==> config.mk <==
export PLATFORM = sky130hd
export DESIGN_NAME = spi_pin_ctrl
export DESIGN_NICKNAME = d
export VERILOG_FILES = /design/src/rtl/spi_cfg_pkg.sv /design/src/rtl/pin_sync_if.sv /design/src/rtl/spi_pin_ctrl.sv /design/src/rtl/pin_sync.sv
export SDC_FILE = /design/constraint.sdc
export NUM_CORES = 1
export LEC_CHECK = 0
export BUFFER_PORTS_ARGS = -buffer_cell sky130_fd_sc_hd__buf_4
export CELL_PAD_IN_SITES_DETAIL_PLACEMENT = 1
export CELL_PAD_IN_SITES_GLOBAL_PLACEMENT = 1
export CORE_ASPECT_RATIO = 1.4
export CORE_MARGIN = 2
export CORE_UTILIZATION = 34
export CTS_CLUSTER_DIAMETER = 200
export DETAILED_ROUTE_END_ITERATION = 6
export PLACE_DENSITY = 0.67
export SETUP_SLACK_MARGIN = 0.1
export SYNTH_ARGS = -nofsm -noshare
export SYNTH_HDL_FRONTEND = slang
export SYNTH_SLANG_ARGS = --single-unit
==> constraint.sdc <==
create_clock -name hclk -period 3.4 [get_ports hclk]
set_input_delay 0.34 -clock hclk [delete_from_list [all_inputs] [get_ports hclk]]
set_output_delay 0.34 -clock hclk [all_outputs]
set_load 0.01 [all_outputs]
==> src/rtl/spi_cfg_pkg.sv <==
package spi_cfg_pkg;

  // Register byte offsets on the bus.
  localparam logic [7:0] ADDR_CTRL1 = 8'h00;
  localparam logic [7:0] ADDR_CTRL2 = 8'h04;
  localparam logic [7:0] ADDR_BAUD = 8'h08;
  localparam logic [7:0] ADDR_STATUS = 8'h0C;
  localparam logic [7:0] ADDR_DATA = 8'h10;

  // Field positions in serial_port_control_one.
  localparam int C1_RX_FAULT_IRQ_EN = 7;
  localparam int C1_SYSTEM_EN = 6;
  localparam int C1_TX_EMPTY_IRQ_EN = 5;
  localparam int C1_MASTER = 4;
  localparam int C1_POLARITY = 3;
  localparam int C1_PHASE = 2;
  localparam int C1_SELECT_OUT_EN = 1;
  localparam int C1_LOW_BIT_FIRST = 0;

  // Field positions in the second control register.
  localparam int C2_MODE_FAULT_EN = 4;
  localparam int C2_SHARED_OE = 3;
  localparam int C2_SINGLE_WIRE = 0;

  // Field positions in the status and baud registers.
  localparam int S_RX_FULL = 7;
  localparam int S_TX_EMPTY = 5;
  localparam int S_MODE_FAULT = 4;
  localparam int B_PRESCALE_LSB = 4;
  localparam int B_RATE_LSB = 0;

  // Reset values and writable-bit masks.
  localparam logic [7:0] CTRL1_RESET = 8'h00;
  localparam logic [7:0] CTRL2_RESET = 8'h00;
  localparam logic [7:0] BAUD_RESET = 8'h00;
  localparam logic [7:0] CTRL2_MASK = 8'h1B;
  localparam logic [7:0] BAUD_MASK = 8'h77;

  // Pin indices into the synchroniser.
  localparam int PIN_SCLK = 0;
  localparam int PIN_SEL_N = 1;
  localparam int PIN_MOSI = 2;
  localparam int PIN_MISO = 3;
  localparam int PIN_COUNT = 4;

  // Byte framing: sixteen half bit periods, eight samples.
  localparam logic [4:0] HALF_STEPS = 5'h10;
  localparam logic [2:0] LAST_BIT = 3'h7;

  typedef enum logic [1:0] {XF_IDLE, XF_MASTER, XF_SLAVE} xfer_state_t;

endpackage

==> src/rtl/pin_sync_if.sv <==
`timescale 1ns/100ps
interface pin_sync_if;
  logic sclk_rise;
  logic sclk_fall;
  logic sel_n_lvl;
  logic sel_n_fall;
  logic mosi_lvl;
  logic miso_lvl;
  modport producer (output sclk_rise, sclk_fall, sel_n_lvl, sel_n_fall, mosi_lvl, miso_lvl);
  modport consumer (input sclk_rise, sclk_fall, sel_n_lvl, sel_n_fall, mosi_lvl, miso_lvl);
endinterface

==> src/rtl/spi_pin_ctrl.sv <==
`timescale 1ns/100ps
// Behaviour
// - Separate pins: master reads miso, slave drives.
// - Single-wire slave: one pin, direction from enable.
// - Single-wire master releases miso to ordinary I/O.
// - Slave: select pin is active-low input.
// - Master without fault function ignores select pin.
// - Master with fault: select-out bit picks role.
// - Any stop mode disables the serial port.
// - Deep power down returns module to reset.
// - Clock halt freezes state, resumes when the halt input drops.
// - Five eight-bit software registers.
// - Bit 7 gates receive-full and fault interrupt.
// - Disable aborts transfer, empties buffers, resets flags.
// - Bit 5 gates transmit-empty interrupt.
// - Bit 4 selects slave or master.
// - Bit 3 inverts clock, sets idle level.
// - Bit 2 places first clock edge.
// - Bit 0 selects least-significant bit first.
// - Disabled port leaves all four pins alone.
// - Shared-pin enable matters only in single-wire.
module spi_pin_ctrl
  import spi_cfg_pkg::*;
(
  input wire logic hclk,
  input wire logic hresetn,
  input wire logic hsel,
  input wire logic [31:0] haddr,
  input wire logic [1:0] htrans,
  input wire logic hwrite,
  input wire logic [2:0] hsize,
  input wire logic [31:0] hwdata,
  input wire logic hready,
  output logic hreadyout,
  output logic hresp,
  output logic [31:0] hrdata,
  input wire logic deep_power_down,
  input wire logic clock_halt_stop,
  input wire logic serial_clock_pin_in,
  output logic serial_clock_pin_out,
  output logic serial_clock_pin_oe,
  input wire logic mosi_in,
  output logic mosi_out,
  output logic mosi_oe,
  input wire logic miso_in,
  output logic miso_out,
  output logic miso_oe,
  input wire logic select_n_in,
  output logic select_n_out,
  output logic select_n_oe,
  output logic irq
);

  pin_sync_if sync ();

  pin_sync u_sync (
    .hclk(hclk),
    .hresetn(hresetn),
    .pins({miso_in, mosi_in, select_n_in, serial_clock_pin_in}),
    .sync(sync.producer)
  );

  logic [7:0] ctrl1_q, ctrl2_q, baud_q, tx_buf_q, rx_buf_q, shreg_q;
  logic tx_empty_q, rx_full_q, mode_fault_flag_q, sbit_q, sclk_state_q;
  logic [2:0] bitcnt_q;
  logic [4:0] step_q;
  logic [10:0] div_q;
  xfer_state_t st_q;
  logic wr_pend_q, rd_pend_q, hreadyout_q;
  logic [7:0] addr_q;
  logic [31:0] hrdata_q;

  logic run, active, master, clock_phase, clock_polarity, lsbf, single_wire, shared_oe, mode_fault_en, sel_out_en;
  logic addr_ph, wr_en, rd_data_evt, fault_now, start_m, start_s, abort;
  logic [10:0] half_lim;
  logic tick;
  logic [5:0] jstep;
  logic m_edge, sample_evt, shift_evt, done_evt, din, dout;
  logic [7:0] rd_byte, rx_byte;

  function automatic logic [7:0] shift_in(input logic [7:0] sh, input logic b, input logic lsb);
    shift_in = lsb ? {b, sh[7:1]} : {sh[6:0], b};
  endfunction

  // A halted clock freezes everything but the pin synchroniser, the pin drivers, the bus handshake and the irq flop; the pins must still let go.
  assign run = ~clock_halt_stop;
  assign active = ctrl1_q[C1_SYSTEM_EN] & ~deep_power_down & ~clock_halt_stop;
  assign master = ctrl1_q[C1_MASTER];
  assign clock_phase = ctrl1_q[C1_PHASE];
  assign clock_polarity = ctrl1_q[C1_POLARITY];
  assign lsbf = ctrl1_q[C1_LOW_BIT_FIRST];
  assign single_wire = ctrl2_q[C2_SINGLE_WIRE];
  assign shared_oe = ctrl2_q[C2_SHARED_OE];
  assign mode_fault_en = ctrl2_q[C2_MODE_FAULT_EN];
  assign sel_out_en = ctrl1_q[C1_SELECT_OUT_EN];

  // Bus decode: writes land in the data phase, reads take one wait state.
  assign addr_ph = hsel & hready & htrans[1];
  assign wr_en = wr_pend_q & run;
  assign rd_data_evt = rd_pend_q & run & (addr_q == ADDR_DATA);
  assign hreadyout = hreadyout_q;
  assign hresp = 1'b0;
  assign hrdata = hrdata_q;

  // Five byte-wide registers; the rest of the window reads zero.
  always_comb begin
    unique case (addr_q)
      ADDR_CTRL1: rd_byte = ctrl1_q;
      ADDR_CTRL2: rd_byte = ctrl2_q & CTRL2_MASK;
      ADDR_BAUD: rd_byte = baud_q & BAUD_MASK;
      ADDR_STATUS: rd_byte = {rx_full_q, 1'b0, tx_empty_q, mode_fault_flag_q, 4'h0};
      ADDR_DATA: rd_byte = rx_buf_q;
      default: rd_byte = 8'h00;
    endcase
  end

  // Bus handshake state.
  always_ff @(posedge hclk or negedge hresetn) begin
    if (!hresetn) begin
      wr_pend_q <= 1'b0;
      rd_pend_q <= 1'b0;
      addr_q <= 8'h00;
      hreadyout_q <= 1'b1;
      hrdata_q <= 32'h0000_0000;
    end else begin
      wr_pend_q <= addr_ph & hwrite;
      rd_pend_q <= addr_ph & ~hwrite;
      hreadyout_q <= ~(addr_ph & ~hwrite);
      if (addr_ph) begin
        addr_q <= haddr[7:0];
      end
      if (rd_pend_q) begin
        hrdata_q <= {24'h00_0000, rd_byte};
      end
    end
  end

  // A master seeing its select input pulled low has a bus conflict.
  assign fault_now = active & master & mode_fault_en & ~sel_out_en & ~sync.sel_n_lvl;

  // Control registers; a deep power down wipes them back to reset.
  always_ff @(posedge hclk or negedge hresetn) begin
    if (!hresetn) begin
      ctrl1_q <= CTRL1_RESET;
      ctrl2_q <= CTRL2_RESET;
      baud_q <= BAUD_RESET;
    end else if (deep_power_down) begin
      ctrl1_q <= CTRL1_RESET;
      ctrl2_q <= CTRL2_RESET;
      baud_q <= BAUD_RESET;
    end else if (run) begin
      if (wr_en && addr_q == ADDR_CTRL1) begin
        ctrl1_q <= hwdata[7:0];
      end
      if (wr_en && addr_q == ADDR_CTRL2) begin
        ctrl2_q <= hwdata[7:0] & CTRL2_MASK;
      end
      if (wr_en && addr_q == ADDR_BAUD) begin
        baud_q <= hwdata[7:0] & BAUD_MASK;
      end
      if (fault_now) begin
        ctrl1_q[C1_MASTER] <= 1'b0;  // Fault drops back to slave.
      end
    end
  end

  // Half bit period in bus cycles is the prescale field plus one, times two to the rate field.
  assign half_lim = 11'(({8'h00, baud_q[B_PRESCALE_LSB +: 3]} + 11'h001)
                        << baud_q[B_RATE_LSB +: 3]) - 11'h001;
  assign tick = (div_q == half_lim);

  // Step plus phase lines both formats up: edges at 1..16, leading on odd.
  assign jstep = {1'b0, step_q} + {5'h00, clock_phase};
  assign m_edge = (jstep >= 6'h01) && (jstep <= 6'h10);
  assign start_m = active & master & ~tx_empty_q & (st_q == XF_IDLE) & ~fault_now;
  assign start_s = active & ~master & (st_q == XF_IDLE) & sync.sel_n_fall;
  assign abort = ~ctrl1_q[C1_SYSTEM_EN] | (st_q == XF_MASTER && fault_now)
               | (st_q == XF_SLAVE && sync.sel_n_lvl);

  // Sample and shift moments from the own clock as master or the pin as slave.
  always_comb begin
    sample_evt = 1'b0;
    shift_evt = 1'b0;
    if (st_q == XF_MASTER && tick) begin
      sample_evt = m_edge && (jstep[0] != clock_phase);
      shift_evt = (jstep[0] == clock_phase) && (jstep >= 6'h02);
    end else if (st_q == XF_SLAVE) begin
      // Polarity swaps which physical edge leads.
      sample_evt = clock_phase ? (clock_polarity ? sync.sclk_rise : sync.sclk_fall)
                        : (clock_polarity ? sync.sclk_fall : sync.sclk_rise);
      shift_evt = clock_phase ? (clock_polarity ? sync.sclk_fall : sync.sclk_rise)
                       : (clock_polarity ? sync.sclk_rise : sync.sclk_fall);
    end
    shift_evt = shift_evt & (bitcnt_q != 3'h0);
  end

  // Data-in follows role and wiring; the shared wire is the only choice in single-wire.
  // Reading the synchronised level keeps din two flops behind the pin.
  assign din = master ? (single_wire ? sync.mosi_lvl : sync.miso_lvl)
                      : (single_wire ? sync.miso_lvl : sync.mosi_lvl);
  assign dout = lsbf ? shreg_q[0] : shreg_q[7];
  assign done_evt = sample_evt && (bitcnt_q == LAST_BIT);
  assign rx_byte = shift_in(shreg_q, din, lsbf);

  // Transfer engine; disabling or a deep power down aborts, a halt only freezes it.
  always_ff @(posedge hclk or negedge hresetn) begin
    if (!hresetn) begin
      st_q <= XF_IDLE;
      shreg_q <= 8'h00;
      sbit_q <= 1'b0;
      bitcnt_q <= 3'h0;
      step_q <= 5'h00;
      div_q <= 11'h000;
      sclk_state_q <= 1'b0;
    end else if (deep_power_down) begin
      st_q <= XF_IDLE;
      shreg_q <= 8'h00;
      bitcnt_q <= 3'h0;
      sclk_state_q <= 1'b0;
    end else if (run) begin
      if (abort) begin
        st_q <= XF_IDLE;
        bitcnt_q <= 3'h0;
        sclk_state_q <= 1'b0;
      end else if (start_m || start_s) begin
        st_q <= start_m ? XF_MASTER : XF_SLAVE;
        shreg_q <= tx_buf_q;
        bitcnt_q <= 3'h0;
        step_q <= 5'h00;
        div_q <= 11'h000;
        sclk_state_q <= 1'b0;
      end else if (st_q != XF_IDLE) begin
        if (st_q == XF_MASTER) begin
          div_q <= tick ? 11'h000 : div_q + 11'h001;
          if (tick) begin
            step_q <= step_q + 5'h01;
            if (m_edge) begin
              sclk_state_q <= ~sclk_state_q;
            end
            if (step_q == HALF_STEPS) begin
              st_q <= XF_IDLE;
            end
          end
        end
        if (done_evt) begin
          bitcnt_q <= 3'h0;
          if (st_q == XF_SLAVE) begin
            st_q <= XF_IDLE;
          end
        end else if (sample_evt) begin
          sbit_q <= din;
          bitcnt_q <= bitcnt_q + 3'h1;
        end
        if (shift_evt && !done_evt) begin
          shreg_q <= shift_in(shreg_q, sbit_q, lsbf);
        end
      end
    end
  end

  // Buffers and flags; receive-full and mode-fault sets win over software clears, a data write wins over a start.
  always_ff @(posedge hclk or negedge hresetn) begin
    if (!hresetn) begin
      tx_buf_q <= 8'h00;
      rx_buf_q <= 8'h00;
      tx_empty_q <= 1'b1;
      rx_full_q <= 1'b0;
      mode_fault_flag_q <= 1'b0;
    end else if (deep_power_down) begin
      tx_buf_q <= 8'h00;
      rx_buf_q <= 8'h00;
      tx_empty_q <= 1'b1;
      rx_full_q <= 1'b0;
      mode_fault_flag_q <= 1'b0;
    end else if (run) begin
      if (!ctrl1_q[C1_SYSTEM_EN]) begin
        tx_buf_q <= 8'h00;
        rx_buf_q <= 8'h00;
        tx_empty_q <= 1'b1;
        rx_full_q <= 1'b0;
      end else begin
        if (wr_en && addr_q == ADDR_DATA && tx_empty_q) begin
          tx_buf_q <= hwdata[7:0];
          tx_empty_q <= 1'b0;
        end else if (start_m || start_s) begin
          tx_empty_q <= 1'b1;
        end
        if (done_evt) begin
          rx_buf_q <= rx_byte;
          rx_full_q <= 1'b1;
        end else if (rd_data_evt) begin
          rx_full_q <= 1'b0;
        end
      end
      if (fault_now) begin
        mode_fault_flag_q <= 1'b1;
      end else if (wr_en && addr_q == ADDR_CTRL1) begin
        mode_fault_flag_q <= 1'b0;
      end
    end
  end

  // Interrupt request is a plain level of the enabled flags.
  always_ff @(posedge hclk or negedge hresetn) begin
    if (!hresetn) begin
      irq <= 1'b0;
    end else begin
      irq <= (ctrl1_q[C1_RX_FAULT_IRQ_EN] & (rx_full_q | mode_fault_flag_q))
           | (ctrl1_q[C1_TX_EMPTY_IRQ_EN] & tx_empty_q);
    end
  end

  // Pin routing, registered so every pin comes from a flop.
  always_ff @(posedge hclk or negedge hresetn) begin
    if (!hresetn) begin
      serial_clock_pin_out <= 1'b0;
      serial_clock_pin_oe <= 1'b0;
      mosi_out <= 1'b0;
      mosi_oe <= 1'b0;
      miso_out <= 1'b0;
      miso_oe <= 1'b0;
      select_n_out <= 1'b1;
      select_n_oe <= 1'b0;
    end else begin
      serial_clock_pin_out <= sclk_state_q ^ clock_polarity;
      serial_clock_pin_oe <= active & master;
      mosi_out <= dout;
      miso_out <= dout;
      // Single-wire master uses mosi, single-wire slave uses miso.
      mosi_oe <= active & master & (~single_wire | shared_oe);
      miso_oe <= active & ~master
               & (single_wire ? shared_oe : ~sync.sel_n_lvl);
      select_n_out <= ~(st_q == XF_MASTER);
      select_n_oe <= active & master & mode_fault_en & sel_out_en;
    end
  end

  AST_DISABLED_RELEASE: assert property (@(posedge hclk) disable iff (!hresetn)
    !active |=> !(serial_clock_pin_oe | mosi_oe | miso_oe | select_n_oe))
    else $error("Pins still driven while the port is off.");

  AST_STOP_RELEASE: assert property (@(posedge hclk) disable iff (!hresetn)
    (deep_power_down || clock_halt_stop) |=> !(serial_clock_pin_oe | mosi_oe | miso_oe))
    else $error("Pins driven during a stop mode.");

  AST_SLAVE_SELECT_IN: assert property (@(posedge hclk) disable iff (!hresetn)
    (active && !master) |=> !select_n_oe && !serial_clock_pin_oe)
    else $error("Slave drives select or clock.");

  AST_MASTER_NO_FAULT: assert property (@(posedge hclk) disable iff (!hresetn)
    (active && master && !mode_fault_en) |=> !select_n_oe)
    else $error("Master uses select pin with fault function off.");

  AST_SELECT_OUT: assert property (@(posedge hclk) disable iff (!hresetn)
    (active && master && mode_fault_en) |=> select_n_oe == $past(sel_out_en))
    else $error("Select pin role disagrees with select-out bit.");

  AST_SLAVE_SHARED: assert property (@(posedge hclk) disable iff (!hresetn)
    (active && !master && single_wire) |=> miso_oe == $past(shared_oe) && !mosi_oe)
    else $error("Single-wire slave pin direction wrong.");

  AST_MASTER_SHARED: assert property (@(posedge hclk) disable iff (!hresetn)
    (active && master && single_wire) |=> !miso_oe && mosi_oe == $past(shared_oe))
    else $error("Single-wire master touches the wrong pin.");

  AST_DISABLE_FLAGS: assert property (@(posedge hclk) disable iff (!hresetn)
    ($fell(ctrl1_q[C1_SYSTEM_EN]) && run && !deep_power_down)
      |=> tx_empty_q && !rx_full_q && st_q == XF_IDLE)
    else $error("Disable did not reset flags and engine.");

  AST_IRQ_LEVEL: assert property (@(posedge hclk) disable iff (!hresetn)
    (ctrl1_q[C1_TX_EMPTY_IRQ_EN] && tx_empty_q) ##1 $stable(ctrl1_q) |-> irq)
    else $error("Enabled empty flag raised no request.");

  AST_HALT_HOLDS: assert property (@(posedge hclk) disable iff (!hresetn)
    (clock_halt_stop && !deep_power_down) |=> $stable(ctrl1_q) && $stable(st_q))
    else $error("State moved while clocks halted.");

  AST_DEEP_WIPES: assert property (@(posedge hclk) disable iff (!hresetn)
    deep_power_down |=> ctrl1_q == CTRL1_RESET && st_q == XF_IDLE)
    else $error("Deep power down left state behind.");

  AST_IDLE_LEVEL: assert property (@(posedge hclk) disable iff (!hresetn)
    (active && master && st_q == XF_IDLE) ##1 $stable(ctrl1_q) |-> serial_clock_pin_out == clock_polarity)
    else $error("Idle master clock not at polarity level.");

  COV_MASTER_BYTE: cover property (@(posedge hclk) st_q == XF_MASTER && done_evt);
  COV_SLAVE_BYTE: cover property (@(posedge hclk) st_q == XF_SLAVE && done_evt);
  COV_MODE_FAULT: cover property (@(posedge hclk) fault_now);

endmodule

==> src/rtl/pin_sync.sv <==
`timescale 1ns/100ps
module pin_sync
  import spi_cfg_pkg::*;
(
  input wire logic hclk,
  input wire logic hresetn,
  input wire logic [PIN_COUNT-1:0] pins,
  pin_sync_if.producer sync
);

  logic [PIN_COUNT-1:0] meta_q;
  logic [PIN_COUNT-1:0] lvl_q;
  logic [PIN_COUNT-1:0] old_q;

  // Two flops per pin; the third stage only feeds the edge detectors.
  // The select stages reset to its idle high level, so no false fall follows reset.
  for (genvar g = 0; g < PIN_COUNT; g++) begin : g_sync
    always_ff @(posedge hclk or negedge hresetn) begin
      if (!hresetn) begin
        meta_q[g] <= (g == PIN_SEL_N);
        lvl_q[g] <= (g == PIN_SEL_N);
        old_q[g] <= (g == PIN_SEL_N);
      end else begin
        meta_q[g] <= pins[g];
        lvl_q[g] <= meta_q[g];
        old_q[g] <= lvl_q[g];
      end
    end
  end

  // Edges are seen one to two cycles after the pin moves.
  assign sync.sclk_rise = lvl_q[PIN_SCLK] & ~old_q[PIN_SCLK];
  assign sync.sclk_fall = ~lvl_q[PIN_SCLK] & old_q[PIN_SCLK];
  assign sync.sel_n_lvl = lvl_q[PIN_SEL_N];
  assign sync.sel_n_fall = ~lvl_q[PIN_SEL_N] & old_q[PIN_SEL_N];
  assign sync.mosi_lvl = lvl_q[PIN_MOSI];
  assign sync.miso_lvl = lvl_q[PIN_MISO];

endmodule

# Word-level counts from Yosys, hierarchy flattened

Index checks and enable logic that the tools add are counted.

Bits in registers: 107
Output and inout bits: 43

Add/subtract/negate cells: 6
Order comparisons: 3
Equality and inequality tests: 17
Shift-type cells: 1
Mux-type cells: 88
Bitwise gates (word level): 52
Reductions and logical operators: 48

Operators with widths:

| kind                                               | count |
|---|---|
| two-way mux 8 bit                                  | 19 |
| two-way mux 11 bit                                 | 4 |
| one-hot mux 8 bit (5 select lines)                 | 1 |
| two-way mux 1 bit                                  | 36 |
| two-way mux 5 bit                                  | 7 |
| AND 1 bit                                          | 28 |
| two-way mux 2 bit                                  | 11 |
| two-way mux 3 bit                                  | 7 |
| two-way mux 7 bit                                  | 3 |
| inverter 1 bit                                     | 18 |
| AND reduction 2 bit                                | 9 |
| == test 8 x 4 -> 1 bit, second input constant      | 2 |
| nonzero test 4 bit                                 | 4 |
| nonzero test 2 bit                                 | 7 |
| logical AND 1 bit                                  | 13 |
| nonzero test 3 bit                                 | 4 |
| adder 11 x 1 -> 11 bit, second input constant      | 1 |
| == test 11 bit                                     | 1 |
| << shifter 4 x 3 -> 11 bit                         | 1 |
| subtractor 11 x 1 -> 11 bit, second input constant | 1 |
| AND reduction 5 bit                                | 2 |
| == test 8 x 3 -> 1 bit, second input constant      | 1 |
| == test 8 x 5 -> 1 bit, second input constant      | 1 |
| zero test 8 bit                                    | 1 |
| other kinds (26)                                   | 33 |

# Longest topological paths before layout

Depth in word-level cells: 15
Gate-level depth with buffers: 16
Gate-level depth less buffers: 13

# By module

Synthesis repeated with hierarchy kept, for this count alone.

Cells, all modules: 652
Area total of the unflattened synthesis: 6,155.9 um2

Modules (own cells, without submodules):

| module       | instances | cells each | area an instance (um2) |
|---|---|---|---|
| spi_pin_ctrl | 1         | 639        | 5,880.6 |
| pin_sync     | 1         | 13         | 275.3 |

# Worst setup path after synthesis

OpenSTA, ideal clock, no wires.

Path type: register to register
Start point: reg baud_q[4]
End point: reg shreg_q[0]
Library setup time: 0.125 ns
Arrival time: 3.505 ns
Slack: -0.230 ns
Cell stages (with the launch flop): 17
Buffers on the path: 3
Cells stage by stage: dfrtp_1 > ha_1 > buf_2 > nand2b_1 > nand2_1 > nand2_1 > ha_1 > buf_1 > xor2_1 > nor3_1 > mux2i_1 > or4_1 > a2111oi_4 > o2111ai_1 > a21o_1 > buf_4 > mux2_4

Cells in the longest elaborated chain, start to end: 11
Elaborated cells between the ends (all ways): 13

RTL lines:

| element                                  | RTL line            | source |
|---|---|---|
| start: declaration                       | spi_pin_ctrl.sv:63  | `logic [7:0] ctrl1_q, ctrl2_q, baud_q, tx_buf_q, rx_buf_q, shreg_q;` |
| start signal: assignment                 | spi_pin_ctrl.sv:159 | `baud_q <= hwdata[7:0] & BAUD_MASK;` |
| adder 3 x 1 -> 4 bit (*)                 | spi_pin_ctrl.sv:168 | `assign half_lim = 11'(({8'h00, baud_q[B_PRESCALE_LSB +: 3]} + 11'h001)` |
| << shifter 4 x 3 -> 11 bit (*)           | spi_pin_ctrl.sv:168 |  |
| subtractor 11 x 1 -> 11 bit (*)          | spi_pin_ctrl.sv:169 | `<< baud_q[B_RATE_LSB +: 3]) - 11'h001;` |
| == test 11 bit (*)                       | spi_pin_ctrl.sv:170 | `assign tick = (div_q == half_lim);` |
| logical AND 1 bit (*)                    | spi_pin_ctrl.sv:184 | `if (st_q == XF_MASTER && tick) begin` |
| two-way mux 1 bit                        | spi_pin_ctrl.sv:184 |  |
| logical AND 1 bit                        | spi_pin_ctrl.sv:202 | `assign done_evt = sample_evt && (bitcnt_q == LAST_BIT);` |
| zero test 1 bit                          | spi_pin_ctrl.sv:254 | `if (shift_evt && !done_evt) begin` |
| logical AND 1 bit (*)                    | spi_pin_ctrl.sv:254 |  |
| nonzero test 3 bit (no source line) (*)  | n/a                 |  |
| AND reduction 4 bit (no source line) (*) | n/a                 |  |
| end signal: assignment                   | spi_pin_ctrl.sv:227 | `shreg_q <= tx_buf_q;` |
| end signal: assignment                   | spi_pin_ctrl.sv:255 | `shreg_q <= shift_in(shreg_q, sbit_q, lsbf);` |
| end: declaration                         | spi_pin_ctrl.sv:63  |  |

Mark *: on every way between the ends. The rest lies on a longest branch, timed or not.
A chain may end at the register's enable or synchronous reset.

# Worst setup path after layout

Start point: reg baud_q[4]
End point: reg shreg_q[2]

Same word-level chain as after synthesis.

==> metrics <==
final-report max-slew violation count=0; share of the synthesized area in the top cell type=39.9%; GRT met3 Usage=2.57%; vias in the first global route=5,534; Pleak=3.35 nW; ys flop type=dfrtp_1; total track usage=19.1%; Syn Inst Count=660; Via density=5.38; Layout area overhead=23.1%; Die X=118 um; Final Non-Filler Cells=984; EDFF count, synth=0; GR peak layer=met2; core area=17,900 um^2; total power=2.51 mW; sequential-to-total area share from yosys stat=42.5%; share of cells above drive strength 1=25.9%; outcome=complete, but fails checks; top cells by count, synth=dfrtp_1, nand2_1, nor2_1; largest net degree at the start of global routing=48; Max H-tree Level=3; multi-input logic area=3410 um^2; Initial DRT Pass Iterations=5; clock period minus worst slack=3390 ps; Clock Skew=15.4 ps; register area=2640 um^2; fin nets=829; # setup viols final=0; Final period util=99.8%; Syn Area/Cell=9.40 um^2; met1 GRT Util=22.5%; I/O Pins=123; top-count cell post-synth=dfrtp_1; WHS=-7.56 ps; unrepaired setup endpoints after global routing=true; Fin Setup TNS=0 ps; TritonCTS clock tree=yes; Slew @ Worst Pin=955 ps; crit-path max FO=8; chip height=164 um; largest cells by area after synthesis=dfrtp_1, nand2_1, mux2i_1, buf_4, dfstp_2; final hold violations=8; Placed Cells=955; Min-Delay Path Class=input port to async pin; Via Count=5,293; antenna violations before repair=0; PortBufs=45; Final ANT Viol Nets=0; Yosys top cell by area=dfrtp_1; routed wire length per instance=18.5 um; VDD IR max=0.260 mV; routability cong.=0.870; Power Dens Cells=329 nW/um^2; iteration-0 DRC count of the detailed router=341; post-layout util=42.6%; Synthesis Warnings=0; failing checks=hold timing; count of cell types in the netlist=72; global-route wire length before repair=29,300 um; Max Fclk=295 MHz; grt total ovfl=0; Worst-path clk slew=80 ps; Seq cells post-synth=105; Max clock buf depth=2; Inserted Diodes=0; relative max-transition margin=35.9%; root buffer cell=clkbuf_16; asr flop ratio synth=100%; post-detail-place hpwl=13,500 um; site row count=58; final wirelength=18,200 um; Remaining DRCs=0; GR Layer Usage met2=35.1%; Initial Utilization=34.6%; die area=19,400 um^2; Startpoint Class=flip-flop; Worst EP required=3650 ps; fillcell total=2,102; MaxCap Viol Count=0; Num CTS Buffers=9; critical path type=flip-flop to flip-flop; Worst EP arrival=3640 ps; Post-Synthesis Cell Area=6200 um^2; CTS sink cnt=105; CP endpoint kind=flip-flop; insertion delay to the later sink of the worst-skew pair=360 ps
[registers in the layout (all words and copies together), names as in the netlist, 3 cells and up]
signal and cells:
div_q 11, addr_q 8, ctrl1_q 8, hrdata 8, rx_buf_q 8, shreg_q 8, tx_buf_q 8, baud_q 6
step_q 5, ctrl2_q 4, u_sync.meta_q 4, bitcnt_q 3
[metal layers]
layer,wire length [um],vias up,part of all wire [%]
met1,7290,2693,40
li1,-,2472,-
met3,532,30,2.9
met4,482,0,2.6
met2,9910,98,54
met5,0,-,0
[cells in the final DEF (no fill, tap or decap), drive strengths merged, types with 4 or more instances in the layout]
master   count
o21ai       30
ha          10
o2111ai      6
mux2        17
nand3       27
and2         7
nor3b        4
a31oi       12
nand2       70
o22ai       17
nand2b      11
inv         32
a311oi       4
nand4        5
a21boi       4
buf        109
xor2        12
nor2        40
a211oi      10
o211ai       7
and3        10
mux2i       23
or3          5
nor3        11
nor2b       18
nand3b       6
a222oi       8
a21o         4
conb        25
a21oi       29
clkbuf       9
clkinv       4
dfstp        6
xnor2        9
dfrtp       99
[metrics by stage]
step | hold WS (ps) | setup WS, ps | instance area, um^2
after floorplan | 44.4 | -64.4 | 6340
after global placement | 332 | -160 | 6980
after detailed placement | 336 | -312 | 6980
after CTS | 4.58 | -36.2 | 7510
after global routing | 29.5 | -130 | 7640
final | -7.56 | 8.46 | 7640
[layout make-up]
type                    instances  area share (%)
clock buffers                   9            2.95
repair buffers                109            11.4
multi-input cells             485            44.7
clock inverters                 7            1.13
inverters                      29            1.43
flip-flops and latches        105            34.5
well taps                     240            3.93
[cells by family (layout without fill, tap and decap cells)]
family          after synthesis  in the layout  share of synthesized area [%]
xor+xnor                     21             21                           3.09
buf+inv                      94            154                           7.50
fa+ha+maj                    10             10                           2.02
compound gates              160            160                           18.9
flops                       105            105                           42.5
simple gates                229            229                           18.6
other cells                   1             25                         0.0605
mux                          40             40                           7.28
[where the power goes]
| part | internal [mW] | switching (mW) | total, mW |
|---|---|---|---|
| Sequential | 1.28 | 0.0202 | 1.30 |
| Combinational | 0.0530 | 0.0893 | 0.142 |
| Clock | 0.528 | 0.542 | 1.07 |
| Total | 1.86 | 0.651 | 2.51 |
[worst max-delay path, stage by stage, from the launching register on]
cell       delay (ps)
dfrtp_1           420
ha_4              200
xor2_4            180
buf_6             130
a311oi_4          250
buf_6             170
buf_6             100
o221ai_2          100
o21ai_1           190
nand4_1           180
a2111oi_4         340
buf_4             190
buf_4             120
o2111ai_2         100
a21o_4            300
mux2_4            310
[timing repair]
item | 4_1_cts | 5_1_grt
setup endpoints to repair | 40 | 40
resized for setup | 26 | 32
hold buffers | 0 | 0
setup buffers | 11 | 2
pin swaps | 11 | 9
gates cloned | 0 | 1
[final timing paths]
| path | startpoint | endpoint | slack (ps) | cells past startpoint |
|---|---|---|---|---|
| worst max register to register | baud_q[4]$_DFFE_PN0P_ | shreg_q[2]$_DFFE_PN0P_ | 8 | 15 |
| worst max-delay path | baud_q[4]$_DFFE_PN0P_ | shreg_q[2]$_DFFE_PN0P_ | 8 | 15 |
| worst min-delay path | hresetn | hrdata[0]$_DFFE_PN0P_ | -8 | 1 |
| min in group hclk | mosi_in | u_sync.meta_q[2]$_DFF_PN0_ | 80 | 1 |
| max in group asynchronous | hresetn | u_sync.old_q[1]$_DFF_PN1_ | 2510 | 2 |
| worst min register to register | u_sync.meta_q[0]$_DFF_PN0_ | u_sync.lvl_q[0]$_DFF_PN0_ | 350 | 0 |
Note: power is estimated with default switching activity, not from simulation.
